## config.mk

```make
export PLATFORM = sky130hd
export DESIGN_NAME = jnp_probe_ctrl
export DESIGN_NICKNAME = d
export VERILOG_FILES = /design/src/jnp_pkg.sv /design/src/jnp_sync.sv /design/src/jnp_probe_ctrl.sv
export SDC_FILE = /design/constraint.sdc
export NUM_CORES = 1
export LEC_CHECK = 0
export BUFFER_PORTS_ARGS = -buffer_cell sky130_fd_sc_hd__buf_2
export CELL_PAD_IN_SITES_DETAIL_PLACEMENT = 1
export CELL_PAD_IN_SITES_GLOBAL_PLACEMENT = 1
export CORE_MARGIN = 3
export CORE_UTILIZATION = 35
export CTS_BUF_LIST = sky130_fd_sc_hd__clkbuf_4
export CTS_CLUSTER_DIAMETER = 200
export DETAILED_ROUTE_END_ITERATION = 6
export GPL_TIMING_DRIVEN = 0
export PLACE_DENSITY = 0.9
export SYNTH_ARGS = -nofsm -noshare
export SYNTH_HDL_FRONTEND = slang
export SYNTH_SLANG_ARGS = --single-unit
export TNS_END_PERCENT = 30
```

## constraint.sdc

```tcl
create_clock -name ref_clk -period 5.33 [get_ports ref_clk]
set_clock_uncertainty 0.1 [all_clocks]
set_input_delay 0 -clock ref_clk [delete_from_list [all_inputs] [get_ports ref_clk]]
set_output_delay 0 -clock ref_clk [all_outputs]
set_load 0.005 [all_outputs]
```

## src/jnp_pkg.sv

```systemverilog
// Package for the net probe control block: constants, types, states.
// Assumes nothing outside; every user writes jnp_pkg::name.
package jnp_pkg;

    // ****************************************************************
    // Timing and sizing constants
    // ****************************************************************
    localparam int unsigned CLK_PERIOD_NS = 4;
    localparam int unsigned EXIT_TMS_HIGH_CYCLES = 5;
    localparam int unsigned SYNC_STAGES = 2;
    localparam int unsigned NET_SEL_W = 8;
    localparam int unsigned NET_COUNT = 256;
    localparam int unsigned SEL_BITS = 2 * NET_SEL_W;
    localparam logic [2:0] TMS_CNT_ONE = 3'h1;
    localparam logic [2:0] TMS_CNT_ZERO = 3'h0;
    localparam logic [NET_SEL_W-1:0] SEL_RESET = 8'h00;
    localparam logic [SEL_BITS-1:0] SHIFT_RESET = 16'h0000;

    // ****************************************************************
    // Types
    // ****************************************************************
    // Simplified TAP walk: only what probing needs to know
    typedef enum logic [1:0] {
        JNP_TLR,
        JNP_IDLE,
        JNP_SHIFT
    } jnp_tap_state_t;

    // Sampled test pins
    typedef struct packed {
        logic tck;
        logic tms;
        logic tdi;
    } jnp_pins_t;

    // Selected nets for the two probe outputs
    typedef struct packed {
        logic [NET_SEL_W-1:0] selA;
        logic [NET_SEL_W-1:0] selB;
    } jnp_sel_t;

endpackage

```

## src/jnp_sync.sv

```systemverilog
// Two-stage synchroniser, one per bit of a bus.
// Assumes inputs come from outside the ref_clk domain.
module jnp_sync #(
    parameter int unsigned WIDTH = 1
) (
    input wire logic ref_clk,
    input wire logic rst_n,
    input wire logic [WIDTH-1:0] asyncIn,
    output logic [WIDTH-1:0] syncOut
);

    logic [WIDTH-1:0] meta_q;

    // ****************************************************************
    // Synchroniser; first stage feeds only the second
    // ****************************************************************
    always_ff @(posedge ref_clk or negedge rst_n) begin
        if (!rst_n) begin
            meta_q <= '0;
            syncOut <= '0;
        end else begin
            meta_q <= asyncIn;
            syncOut <= meta_q;
        end
    end

endmodule

```

## src/jnp_probe_ctrl.sv

```systemverilog
// Net probe control behind the boundary-scan pins: probe enable, pin
// ownership and net selection onto two probe outputs.
// Assumes test pins arrive asynchronously; nets come from the core.
// Behaviour
// RL1: Probe only in JTAG mode, reset high
// RL2: Reset low holds TLR, no probing
// RL3: Programmed security fuse always disables probing
// RL4: Active probing drives selected nets out
// RL5: Probing blocks user inputs on test pins
// RL6: Unreserved test reset acts as high
// RL7: Unassigned reverted pins stay tristated
// RL8: Controller selects nets via TMS/TCK/TDI/TDO
// RL9: Pin configuration applies only outside TLR
// RL10: Controller sets JTAG mode, reset high
// RL11: Designs avoid test pins as inputs
// RL12: Flexible mode: enter TMS low, exit five
// RL13: Dedicated mode reserves pins, enables pull-ups
// RL14: Selection held until reshift or reset
module jnp_probe_ctrl #(
    parameter int unsigned NETS = jnp_pkg::NET_COUNT
) (
    input wire logic ref_clk,
    input wire logic rst_n,
    input wire logic tckPin,
    input wire logic tmsPin,
    input wire logic tdiPin,
    input wire logic trstPinN,
    input wire logic trstPinDriven,
    input wire logic trstReserved,
    input wire logic dedicatedMode,
    input wire logic securityFuse,
    input wire logic [NETS-1:0] internalNets,
    input wire logic userProbeAOut,
    input wire logic userProbeAOe,
    input wire logic userProbeBOut,
    input wire logic userProbeBOe,
    input wire logic userTdoOut,
    input wire logic userTdoOe,
    input wire logic userTdoAssigned,
    output logic probe_out_a,
    output logic probe_out_a_oe,
    output logic probe_out_b,
    output logic probe_out_b_oe,
    output logic tdoOut,
    output logic tdoOe,
    output logic tmsPullupEn,
    output logic tdiPullupEn,
    output logic trstPullupEn,
    output logic userInputsBlocked,
    output logic probeActive
);

    localparam int unsigned SW = jnp_pkg::SEL_BITS;
    localparam int unsigned NW = jnp_pkg::NET_SEL_W;

    jnp_pkg::jnp_pins_t pinsRaw;
    jnp_pkg::jnp_pins_t pinsSync;
    jnp_pkg::jnp_tap_state_t tap_q;
    jnp_pkg::jnp_sel_t sel_q;
    logic [SW-1:0] shift_q;
    logic [2:0] tmsHighCnt_q;
    logic tckPrev_q;
    logic tdo_q;
    logic probeA_q;
    logic probeB_q;
    logic tckRise;
    logic tckFall;
    logic trstHigh;
    logic outOfTlr;

    // ****************************************************************
    // Pin sampling and TCK edge finding
    // ****************************************************************
    assign pinsRaw = '{tck: tckPin, tms: tmsPin, tdi: tdiPin};

    jnp_sync #(
        .WIDTH($bits(jnp_pkg::jnp_pins_t))
    ) uSync (
        .ref_clk(ref_clk),
        .rst_n(rst_n),
        .asyncIn(pinsRaw),
        .syncOut(pinsSync)
    );

    // Previous synced TCK, for edge detection on the fabric clock
    always_ff @(posedge ref_clk or negedge rst_n) begin
        if (!rst_n) begin
            tckPrev_q <= 1'b0;
        end else begin
            tckPrev_q <= pinsSync.tck;
        end
    end

    assign tckRise = pinsSync.tck & ~tckPrev_q;
    assign tckFall = ~pinsSync.tck & tckPrev_q;

    // Undriven reset pin is pulled up; unreserved pin reads as high
    assign trstHigh = ~trstReserved | ~trstPinDriven | trstPinN; // [RL6]

    // ****************************************************************
    // TAP walk
    // ****************************************************************
    // Reset low forces TLR; TMS low on a rising TCK leaves it, five
    // rising edges with TMS high return to it.
    always_ff @(posedge ref_clk or negedge rst_n) begin
        if (!rst_n) begin
            tap_q <= jnp_pkg::JNP_TLR;
        end else if (!trstHigh) begin
            tap_q <= jnp_pkg::JNP_TLR; // [RL2]
        end else if (tckRise) begin
            case (tap_q)
                jnp_pkg::JNP_TLR: begin
                    if (!pinsSync.tms) begin
                        tap_q <= jnp_pkg::JNP_IDLE; // [RL12]
                    end
                end
                jnp_pkg::JNP_IDLE: begin
                    if (tmsHighCnt_q ==
                        3'(jnp_pkg::EXIT_TMS_HIGH_CYCLES - 1)
                        && pinsSync.tms) begin
                        tap_q <= jnp_pkg::JNP_TLR; // [RL12]
                    end else if (!pinsSync.tms) begin
                        tap_q <= jnp_pkg::JNP_SHIFT;
                    end
                end
                jnp_pkg::JNP_SHIFT: begin
                    if (pinsSync.tms) begin
                        tap_q <= jnp_pkg::JNP_IDLE;
                    end
                end
                default: tap_q <= jnp_pkg::JNP_TLR;
            endcase
        end
    end

    // Consecutive TMS-high count on rising TCK
    always_ff @(posedge ref_clk or negedge rst_n) begin
        if (!rst_n) begin
            tmsHighCnt_q <= jnp_pkg::TMS_CNT_ZERO;
        end else if (!trstHigh || tap_q == jnp_pkg::JNP_TLR) begin
            tmsHighCnt_q <= jnp_pkg::TMS_CNT_ZERO;
        end else if (tckRise) begin
            if (!pinsSync.tms) begin
                tmsHighCnt_q <= jnp_pkg::TMS_CNT_ZERO;
            end else if (tmsHighCnt_q !=
                         3'(jnp_pkg::EXIT_TMS_HIGH_CYCLES)) begin
                tmsHighCnt_q <= tmsHighCnt_q + jnp_pkg::TMS_CNT_ONE;
            end
        end
    end

    // ****************************************************************
    // Net selection shift register
    // ****************************************************************
    // Selection updates only on leaving shift; held otherwise and
    // cleared whenever the TAP returns to TLR.
    always_ff @(posedge ref_clk or negedge rst_n) begin
        if (!rst_n) begin
            shift_q <= jnp_pkg::SHIFT_RESET;
            sel_q <= '{selA: jnp_pkg::SEL_RESET,
                       selB: jnp_pkg::SEL_RESET};
        end else if (tap_q == jnp_pkg::JNP_TLR) begin
            shift_q <= jnp_pkg::SHIFT_RESET;
            sel_q <= '{selA: jnp_pkg::SEL_RESET,
                       selB: jnp_pkg::SEL_RESET}; // [RL14]
        end else if (tckRise && tap_q == jnp_pkg::JNP_SHIFT) begin
            shift_q <= {pinsSync.tdi, shift_q[SW-1:1]}; // [RL8]
            if (pinsSync.tms) begin
                sel_q <= {pinsSync.tdi, shift_q[SW-1:1]}; // [RL14]
            end
        end
    end

    // TDO changes on falling TCK, LSB first
    always_ff @(posedge ref_clk or negedge rst_n) begin
        if (!rst_n) begin
            tdo_q <= 1'b0;
        end else if (tckFall) begin
            tdo_q <= shift_q[0];
        end
    end

    // ****************************************************************
    // Probe enable and output registers
    // ****************************************************************
    assign outOfTlr = tap_q != jnp_pkg::JNP_TLR; // [RL9]
    // Fuse overrides trstHigh and outOfTlr; mode pins count only once out of TLR
    assign probeActive = ~securityFuse & trstHigh & outOfTlr; // [RL1] [RL3]

    // Nets registered once; the design's own paths are untouched
    always_ff @(posedge ref_clk or negedge rst_n) begin
        if (!rst_n) begin
            probeA_q <= 1'b0;
            probeB_q <= 1'b0;
        end else begin
            probeA_q <= internalNets[sel_q.selA]; // [RL4]
            probeB_q <= internalNets[sel_q.selB]; // [RL4]
        end
    end

    // ****************************************************************
    // Pin ownership
    // ****************************************************************
    // User pins keep the user drivers; unassigned ones have oe low
    assign probe_out_a = probeActive ? probeA_q : userProbeAOut; // [RL4]
    assign probe_out_a_oe = probeActive | userProbeAOe; // [RL7]
    assign probe_out_b = probeActive ? probeB_q : userProbeBOut; // [RL4]
    assign probe_out_b_oe = probeActive | userProbeBOe; // [RL7]
    // Dedicated mode never lends TDO to the user
    assign tdoOut = (outOfTlr || dedicatedMode) ? tdo_q : userTdoOut;
    assign tdoOe = (outOfTlr && !securityFuse) ? 1'b1 :
                   (!dedicatedMode && userTdoAssigned && userTdoOe); // [RL7]
    assign userInputsBlocked = probeActive | dedicatedMode; // [RL5] [RL13]
    assign tmsPullupEn = dedicatedMode; // [RL13]
    assign tdiPullupEn = dedicatedMode; // [RL13]
    assign trstPullupEn = trstReserved;

endmodule

```

==> results of run 1 <==
## state kept, by name (all words and copies together) (netlist names)
signal	flops
tdo_q	1
uSync.meta_q	3
sel_q	16
probeA_q	1
uSync.syncOut	3
tckPrev_q	1
tap_q	2
tmsHighCnt_q	3
probeB_q	1
shift_q	16
## routing by layer
layer	vias up	wire length (um)
met3	136	3541
li1	2967	-
met4	6	1614
met2	622	15300
met5	-	38
met1	3616	10950
## where the power goes
group          internal (W)  switching [W]  total (W)
Combinational      0.000360       0.000543   0.000903
Clock             0.0000535       0.000128   0.000181
Sequential         0.000402      0.0000524   0.000455
## placed cells by master (no fill, tap or decap), drive strengths merged, types with 5 or more instances in the layout
| master | Yosys | final |
|---|---|---|
| nor4 | 11 | 11 |
| mux4 | 84 | 84 |
| a22o | 12 | 12 |
| nor2 | 25 | 25 |
| dfrtp | 47 | 47 |
| o22ai | 46 | 46 |
| diode | 0 | 6 |
| a2111oi | 6 | 6 |
| nor2b | 5 | 5 |
| buf | 41 | 324 |
| o21ai | 40 | 40 |
| dlygate4sd3 | 0 | 6 |
| a21oi | 9 | 9 |
| clkbuf | 22 | 27 |
| a22oi | 12 | 12 |
| nand2 | 53 | 53 |
| mux2 | 11 | 11 |
| nor3 | 5 | 5 |
| nand3 | 6 | 6 |
| inv | 6 | 7 |
| nand3b | 7 | 7 |
| mux2i | 102 | 102 |
## cell type report
class / instances / share of cell area, %
multi-input combinational: 469 / 57.82
timing repair buffer: 289 / 18.58
sequential: 47 / 14.80
buffer: 63 / 4.109
tap: 220 / 3.463
clock buffer: 5 / 0.4723
clock inverter: 3 / 0.2834
inverter: 6 / 0.2834
antenna: 6 / 0.1889
## metrics by stage
step / setup slack (ns) / utilization, %
floorplan: 2.920 / -
global placement: 2.150 / 46.29
detailed placement: 1.997 / 46.29
CTS: 1.941 / 47.00
global route: 1.717 / 47.09
finish: 1.893 / 47.09
## worst paths after layout
path / slack, ns / endpoint / cells after the start
max: 1.89 / probeA_q / 7
min: 0.04 / tmsHighCnt_q[1] / 4
max reg2reg: 1.89 / probeA_q / 7
min reg2reg: 0.26 / uSync.syncOut[2] / 0
max in group asynchronous: 4.20 / shift_q[10] / 2
min in group asynchronous: 0.25 / probeA_q / 2
## critical path, cell delays in order, from the launching register on
cell       delay (ns)
dfrtp_1          0.36
clkbuf_1         0.39
buf_1            0.51
nor2b_1          0.71
a22oi_1          0.32
a2111oi_0        0.58
a21oi_1          0.08
a22oi_1          0.27
## cell usage after synthesis (all sizes together), types with 2 or more instances
| master | count | area share [%] |
|---|---|---|
| a2111oi | 6 | 0.86 |
| a21o | 2 | 0.25 |
| a21oi | 9 | 0.74 |
| a22o | 12 | 1.7 |
| a22oi | 12 | 1.5 |
| a311oi | 4 | 0.57 |
| a31oi | 4 | 0.41 |
| buf | 41 | 4.0 |
| clkbuf | 22 | 1.3 |
| dfrtp | 47 | 19 |
| ha | 3 | 0.61 |
| inv | 6 | 0.37 |
| mux2 | 11 | 2.0 |
| mux2i | 102 | 17 |
| mux4 | 84 | 31 |
| nand2 | 53 | 3.3 |
| nand2b | 4 | 0.41 |
| nand3 | 6 | 0.49 |
| nand3b | 7 | 0.86 |
| nor2 | 25 | 1.5 |
| nor2b | 5 | 0.51 |
| nor3 | 5 | 0.41 |
| nor4 | 11 | 1.1 |
| nor4b | 2 | 0.29 |
| o21ai | 40 | 3.3 |
| o22ai | 46 | 4.7 |
| or2 | 4 | 0.41 |
| or3b | 2 | 0.29 |
## logic make-up (layout without fill, tap and decap cells)
group	after synthesis	in the layout	share of synthesized area (%)
compound gates	141	141	14.82
fa+ha+maj	3	3	0.6133
buf+inv	69	366	5.703
flops	47	47	19.22
mux	197	197	49.61
other cells	0	6	0
simple gates	128	128	10.04
==> flow_metrics.py, run 1 <==
metrics = {
    "status": {
        "status": "complete, no violations",
    },
    "power_and_ir_drop": {
        "total_leakage_power_nw": 3.114,
        "total_power_w": 0.001539,
        "p_per_area_mw_per_mm2": 193.6,
        "vdd_drop_max_mv": 0.1534,
    },
    "cells_and_area": {
        "multiInputGateArea_mm2": 0.004596,
        "area_growth_pct": 29.84,
        "nNetsFinal": 1157,
        "fin_area_mm2": 0.007948,
        "fill_cells": 2024,
        "layoutNonFillerInstCount": 1108,
        "drive_gt1_share_pct": 48.41,
        "seqCellArea_mm2": 0.001176,
    },
    "timing": {
        "finalSetupTns_ns": 0,
        "post-route-period-util_pct": 64.49,
        "fin_crit_ns": 3.437,
        "setup_viol": 0,
        "max_freq_ghz": 0.2909,
        "worst_slew_pin_slew_ns": 1.097,
        "rsz0062_at_grt": "no",
        "drv_slew": 0,
        "hold_ws_ns": 0.03678,
        "hold_viol_final": 0,
        "slew_headroom_pct": 26.88,
    },
    "detailed_routing": {
        "drt_pre_antenna_iters": 5,
        "vias": 7347,
        "drt_iter0_drc": 817,
        "remaining_drc_errors": 0,
        "ant_nets": 0,
        "vias_per_cell": 6.631,
        "routed_wirelength_um": 31440,
        "avgRoutedWirePerCell_um": 28.38,
    },
    "clocking": {
        "clockBufferDepth": 2,
        "ctsHoldBuffers": 6,
        "post_cts_buffers": 0,
        "clk_pin_slew_ns": 0.15,
        "clkSinkCount": 47,
        "cts_tree": "yes",
        "root_buffer": "clkbuf_4",
        "post_cts_resized": 0,
        "cts_buffers": 5,
        "clock_latency_ns": 0.38,
        "h-tree-depth": 2,
    },
    "critical_path": {
        "critPathMaxFanout": 10,
        "worst_ep_arrival_time_ns": 3.60,
        "setup.worst_path.start_class": "flop",
        "worstSetupStartpoint": "sel_q[11]",
        "r2r_start": "sel_q[11]",
        "critPathRequiredTime_ns": 5.49,
        "crit_path_end_kind": "flop",
        "crit_type": "reg2reg",
    },
    "logic_synthesis": {
        "synth_seq_cells": 47,
        "synth-edff-count": 0,
        "syn_nets": 861,
        "ys_warn_count": 0,
        "syn_avg_cell_area_um2": 10.46,
        "ys_async_sr_fraction_pct": 100.0,
        "synth_flop_cell": "dfrtp_1",
        "synthCells": 585,
        "seq_area_frac_synth_pct": 19.22,
        "post_synth_num_cell_types": 41,
        "syn_area_mm2": 0.006121,
    },
    "grt": {
        "busiest_layer": "met2",
        "met3_usage_pct": 9.496,
        "grt_max_degree": 48,
        "gr-total-overflow": 0,
        "grt_usage_pct": 31.14,
        "grt_pass1_vias": 7967,
        "grt_pass1_wl_um": 46290,
        "met1_usage_pct": 36.27,
        "use_met2_pct": 52.60,
        "antenna_found_initial": 8,
    },
    "floorplan": {
        "die_area_mm2": 0.01911,
        "fp.dieW_um": 138.2,
        "start_util_pct": 36.27,
        "row_count": 47,
        "die_h_um": 138.2,
        "io_pins": 284,
        "coreArea_mm2": 0.01688,
    },
    "placed_design": {
        "portBuffers": 283,
        "hpwl_um": 25290,
        "placed_area_mm2": 0.007812,
        "place.gp.congestion": 0.9466,
        "dpl.cell_count": 1088,
    },
    "run": {
        "maxCapViolations": 0,
    },
    "worst_hold_path": {
        "hold_class": "in2reg",
        "min-delay-start": "trstPinDriven",
    },
}
Power figures use the tool's default switching activity.
==> run 2, diff against run 1 <==
--- a/config.mk
+++ b/config.mk
@@ -9,12 +9,12 @@
 export CELL_PAD_IN_SITES_DETAIL_PLACEMENT = 1
 export CELL_PAD_IN_SITES_GLOBAL_PLACEMENT = 1
 export CORE_MARGIN = 3
-export CORE_UTILIZATION = 35
+export CORE_UTILIZATION = 33
 export CTS_BUF_LIST = sky130_fd_sc_hd__clkbuf_4
 export CTS_CLUSTER_DIAMETER = 200
 export DETAILED_ROUTE_END_ITERATION = 6
 export GPL_TIMING_DRIVEN = 0
-export PLACE_DENSITY = 0.9
+export PLACE_DENSITY = 0.89
 export SYNTH_ARGS = -nofsm -noshare
 export SYNTH_HDL_FRONTEND = slang
 export SYNTH_SLANG_ARGS = --single-unit
==> constraint.sdc (replaced) <==
create_clock -name ref_clk -period 2.8 [get_ports ref_clk]
set_clock_uncertainty 0.1 [all_clocks]
set_input_delay 0 -clock ref_clk [delete_from_list [all_inputs] [get_ports ref_clk]]
set_output_delay 0 -clock ref_clk [all_outputs]
set_load 0.005 [all_outputs]
==> flow_metrics.py, run 2 (synthesized netlist as in run 1, its figures left out) <==
metrics = {
    "detailed_routing": {
        "drt_pre_antenna_iters": 5,
        "avgRoutedWirePerCell_um": 27.10,
        "vias_per_cell": 6.328,
        "ant_nets": 0,
        "vias": 7049,
        "drt_iter0_drc": 580,
        "remaining_drc_errors": 0,
        "routed_wirelength_um": 30190,
    },
    "status": {
        "status": "complete, no violations",
    },
    "timing": {
        "post-route-period-util_pct": 99.61,
        "fin_crit_ns": 2.789,
        "max_freq_ghz": 0.3585,
        "finalSetupTns_ns": 0,
        "setup_viol": 0,
        "rsz0062_at_grt": "yes",
        "worst_slew_pin_slew_ns": 1.085,
        "drv_slew": 0,
        "slew_headroom_pct": 27.67,
        "fin_ws_ns": 0.01083,
        "hold_viol_final": 0,
    },
    "floorplan": {
        "die_h_um": 142.2,
        "coreArea_mm2": 0.01809,
        "start_util_pct": 33.84,
        "row_count": 49,
        "io_pins": 284,
        "fp.dieW_um": 142.2,
        "die_area_mm2": 0.02022,
    },
    "clocking": {
        "root_buffer": "clkbuf_4",
        "clock_latency_ns": 0.37,
        "cts_tree": "yes",
        "clockBufferDepth": 2,
        "h-tree-depth": 2,
        "clkSinkCount": 47,
        "clk_pin_slew_ns": 0.16,
        "cts_buffers": 5,
    },
    "grt": {
        "gr-total-overflow": 0,
        "grt_pass1_wl_um": 45190,
        "grt_usage_pct": 29.04,
        "grt_pass1_vias": 7718,
        "grt_max_degree": 48,
        "antenna_found_initial": 5,
    },
    "cells_and_area": {
        "final_common_cell": "buf_2",
        "reg_top3": "sel_q (16), shift_q (16)",
        "nNetsFinal": 1156,
        "area_growth_pct": 32.62,
        "fin_area_mm2": 0.008118,
        "seqCellArea_mm2": 0.001176,
        "mostFrequentLayoutCells": "295 x buf_2, 102 x mux2i_1, 84 x mux4_2",
        "fill_cells": 2143,
        "multiInputGateArea_mm2": 0.004674,
        "drive_gt1_share_pct": 51.08,
    },
    "critical_path": {
        "max_stage_delay_ns": 0.51,
        "worst_ep_arrival_time_ns": 2.92,
        "cp_num_buf_inv": 2,
        "path_common_cell": "mux4_2",
        "crit_type": "reg2reg",
        "crit_path_end_kind": "flop",
        "setup.worst_path.start_class": "flop",
        "critPathMaxFanout": 10,
        "cp_top_family": "multiplexers",
        "critPathSlowestCell": "mux4_2",
        "critPathRequiredTime_ns": 2.93,
        "crit_chain": "buf_4 > buf_6 > mux4_2 > mux4_2 > mux2i_1 > o22ai_1 > a21oi_1 > a22oi_2",
    },
    "run": {
        "maxCapViolations": 0,
    },
    "placed_design": {
        "portBuffers": 283,
        "hpwl_um": 24970,
        "dp_slack_ns": -0.3939,
        "place.gp.congestion": 0.9785,
        "placed_area_mm2": 0.007824,
    },
    "power_and_ir_drop": {
        "total_leakage_power_nw": 3.166,
        "pwr-share-clk_pct": 12.0,
        "p_per_area_mw_per_mm2": 363.0,
        "vdd_drop_max_mv": 0.2021,
        "switching_share_pct": 45.93,
        "seq_power_share_pct": 29.2,
        "p_int_w": 0.001593,
        "power_frac_comb_pct": 58.8,
        "power_switching_w": 0.001353,
        "total_power_w": 0.002947,
    },
    "worst_hold_path": {
        "hold_class": "in2reg",
    },
}
## run 2: power by group through the flow
stage / clock [W] / combinational (W) / sequential (W)
floorplan: 0 / 0.000955 / 0.000838
global placement: 0 / 0.00159 / 0.000863
detailed placement: 0 / 0.00165 / 0.000869
CTS: 0.000355 / 0.00169 / 0.000857
global route: 0.000384 / 0.00187 / 0.000877
finish: 0.000354 / 0.00173 / 0.000860
## run 2: worst register-to-register path: cells and delay by family (launching register included)
family / cells / cell delay [ns]
flip-flops: 1 / 0.38
AO/OA/AOI/OAI: 3 / 0.55
buffers and inverters: 2 / 0.43
multiplexers: 3 / 1.18
## run 2: timing repair
action / in CTS / in global routing
setup buffers: 0 / 0
gates resized for setup: 44 / 13
pin swaps: 3 / 0
hold buffers: 6 / 0
hold endpoints to repair: 54 / 0
gates cloned: 0 / 0
setup endpoints to repair: 2 / 5
## run 2: path summary, 6_finish.rpt
check,cells past startpoint,start,slack (ns),endpoint
setup reg to reg,8,sel_q[8],0.01,probeA_q
hold reg to reg,0,uSync.meta_q[2],0.26,uSync.syncOut[2]
max in group asynchronous,2,rst_n,1.67,shift_q[12]
hold / removal,4,trstPinDriven,0.07,tmsHighCnt_q[1]
min in group asynchronous,2,rst_n,0.27,tmsHighCnt_q[1]
setup / recovery,8,sel_q[8],0.01,probeA_q
## run 2: cell type report
cell class / count / share of cell area (%)
Antenna cell: 4 / 0.1233
Buffer: 62 / 5.055
Clock buffer: 6 / 0.5549
Clock inverter: 2 / 0.2004
Inverter: 6 / 0.2774
Multi-Input combinational cell: 469 / 57.58
Sequential cell: 47 / 14.49
Tap cell: 229 / 3.530
Timing Repair Buffer: 289 / 18.19
## run 2: through the flow
step | hold slack (ns) | utilization [%] | cells
after floorplan | -0.3956 | - | 585
after global placement | 0.009324 | 43.26 | 1097
after detailed placement | 0.009898 | 43.26 | 1097
after CTS | 0.04461 | 44.66 | 1111
after global routing | 0.1392 | 44.88 | 1114
final | 0.07134 | 44.88 | 1114
## run 2: layer usage
metal	GRT usage, %	part of all wire, %	vias up	routed length (um)
met5	0	0	-	0
met4	10.61	3.5	0	1045
met3	7.527	9.7	78	2920
met2	49.17	49	470	14860
met1	35.78	38	3540	11360
li1	-	-	2961	-
==> run 3, diff against run 2 <==
--- a/config.mk
+++ b/config.mk
@@ -9,12 +9,12 @@
 export CELL_PAD_IN_SITES_DETAIL_PLACEMENT = 1
 export CELL_PAD_IN_SITES_GLOBAL_PLACEMENT = 1
 export CORE_MARGIN = 3
-export CORE_UTILIZATION = 33
+export CORE_UTILIZATION = 35
 export CTS_BUF_LIST = sky130_fd_sc_hd__clkbuf_4
 export CTS_CLUSTER_DIAMETER = 200
 export DETAILED_ROUTE_END_ITERATION = 6
 export GPL_TIMING_DRIVEN = 0
-export PLACE_DENSITY = 0.89
+export PLACE_DENSITY = 0.9
 export SYNTH_ARGS = -nofsm -noshare
 export SYNTH_HDL_FRONTEND = slang
 export SYNTH_SLANG_ARGS = --single-unit
==> constraint.sdc (replaced) <==
create_clock -name ref_clk -period 3.04 [get_ports ref_clk]
set_clock_uncertainty 0.1 [all_clocks]
set_input_delay 0.608 -clock ref_clk [delete_from_list [all_inputs] [get_ports ref_clk]]
set_output_delay 0.608 -clock ref_clk [all_outputs]
set_load 0.005 [all_outputs]
==> flow_metrics.py, run 3 (synthesized netlist as in run 1, its figures left out) <==
metrics = {
    "status": {
        "status": "complete, no violations",
    },
    "critical_path": {
        "cp_top_family": "multiplexers",
        "setup.worst_path.start_class": "flop",
        "path_common_cell": "mux4_2",
        "critPathSlowestCell": "mux4_2",
        "critPathMaxFanout": 10,
        "worst_ep_arrival_time_ns": 3.15,
        "crit_type": "reg2reg",
        "max_stage_delay_ns": 0.59,
        "cp_num_buf_inv": 2,
        "crit_path_end_kind": "flop",
        "crit_chain": "buf_2 > clkbuf_4 > mux4_2 > mux4_2 > mux2i_1 > nor2_1 > o21ai_1 > a22oi_1",
        "critPathRequiredTime_ns": 3.16,
    },
    "grt": {
        "grt_pass1_wl_um": 46060,
        "grt_pass1_vias": 7917,
        "grt_usage_pct": 30.94,
        "gr-total-overflow": 0,
        "antenna_found_initial": 8,
        "grt_max_degree": 48,
    },
    "detailed_routing": {
        "ant_nets": 0,
        "routed_wirelength_um": 31160,
        "vias": 7331,
        "drt_iter0_drc": 853,
        "remaining_drc_errors": 0,
        "drt_pre_antenna_iters": 6,
        "vias_per_cell": 6.658,
        "avgRoutedWirePerCell_um": 28.31,
    },
    "timing": {
        "drv_slew": 0,
        "max_freq_ghz": 0.3297,
        "post-route-period-util_pct": 99.78,
        "worst_slew_pin_slew_ns": 1.082,
        "rsz0062_at_grt": "yes",
        "finalSetupTns_ns": 0,
        "hold_viol_final": 0,
        "setup_viol": 0,
        "fin_crit_ns": 3.033,
        "slew_headroom_pct": 27.83,
        "hold_ws_ns": 0.2440,
    },
    "floorplan": {
        "io_pins": 284,
        "die_h_um": 138.2,
        "start_util_pct": 36.27,
        "fp.dieW_um": 138.2,
        "row_count": 47,
        "die_area_mm2": 0.01911,
        "coreArea_mm2": 0.01688,
    },
    "clocking": {
        "ctsHoldBuffers": 0,
        "h-tree-depth": 2,
        "post_cts_buffers": 0,
        "clkSinkCount": 47,
        "cts_tree": "yes",
        "clk_pin_slew_ns": 0.15,
        "clockBufferDepth": 2,
        "cts_buffers": 5,
        "root_buffer": "clkbuf_4",
        "clock_latency_ns": 0.38,
    },
    "cells_and_area": {
        "reg_top3": "sel_q (16), shift_q (16)",
        "nNetsFinal": 1150,
        "fill_cells": 2018,
        "mostFrequentLayoutCells": "298 x buf_2, 102 x mux2i_1, 84 x mux4_2",
        "area_growth_pct": 30.23,
        "final_common_cell": "buf_2",
        "drive_gt1_share_pct": 50.51,
    },
    "power_and_ir_drop": {
        "vdd_drop_max_mv": 0.2673,
        "total_leakage_power_nw": 3.115,
        "p_per_area_mw_per_mm2": 340.2,
    },
    "run": {
        "maxCapViolations": 0,
    },
    "placed_design": {
        "place.gp.congestion": 0.9466,
        "hpwl_um": 25290,
        "portBuffers": 283,
    },
    "worst_hold_path": {
        "hold_class": "in2reg",
    },
}
==> run 3: changes by cell type in the layout (fill, tap and decap cells not counted), moves of 3 or more <==
cell	delta
buf_2	+3
buf_4	-3
buf_8	-4
dlygate4sd3_1	-6
==> run 3: routing by layer <==
layer | wire [um] | track usage, % | share of wire, %
met1 | 10490 | 36.27 | 34
met2 | 15080 | 52.21 | 48
met3 | 3754 | 9.185 | 12
met4 | 1797 | 14.56 | 5.8
met5 | 43 | 0 | 0.14
==> run 3: repair_timing <==
item	CTS	global route
pin swaps	0	2
gates resized for setup	2	38
endpoints found under the setup margin	8	7
==> run 3: worst reg2reg max path, stage by stage, from the launching register on <==
cell and delay (ns):
dfrtp_1 0.37, buf_2 0.18, clkbuf_4 0.30, mux4_2 0.59, mux4_2 0.51, mux2i_1 0.21, nor2_1 0.07, o21ai_1 0.34
a22oi_1 0.22
==> run 3: per-stage QoR <==
stage	area [um^2]	power (W)	util, %	setup slack, ns	instances
finish	7971	0.002712	47.23	0.006607	1101
global route	7971	0.002846	47.23	-0.06663	1101
CTS	7873	0.002637	46.65	-0.1279	1095
detailed placement	7812	0.002324	46.29	-0.2929	1088
global placement	7812	0.002246	46.29	-0.1396	1088
floorplan	6121	0.001651	-	0.6303	585
==> run 3: worst paths after layout <==
path | endpoint | slack (ns) | start | cells after the start
min in group asynchronous | probeA_q | 0.31 | rst_n | 1
hold reg to reg | uSync.syncOut[2] | 0.26 | uSync.meta_q[2] | 0
setup reg to reg | probeB_q | 0.007 | sel_q[0] | 8
setup / recovery | probeB_q | 0.007 | sel_q[0] | 8
hold / removal | uSync.meta_q[1] | 0.24 | tmsPin | 1
max in group asynchronous | uSync.syncOut[0] | 1.86 | rst_n | 1
==> run 3: cell type report <==
cell class	instances	area, um^2	area share, %
well taps	220	275.3	3.453
repair buffers	283	1416	17.77
inverters	6	22.52	0.2825
diodes	6	15.01	0.1884
plain buffers	62	366.6	4.599
flip-flops and latches	47	1176	14.75
multi-input cells	469	4639	58.20
clock inverters	3	22.52	0.2825
clock buffers	5	37.54	0.4709
==> run 3: where the power goes <==
group | internal (W) | switching [W]
combinational | 0.000643 | 0.000953
sequential | 0.000706 | 0.0000930
clock | 0.0000937 | 0.000224
total | 0.00144 | 0.00127
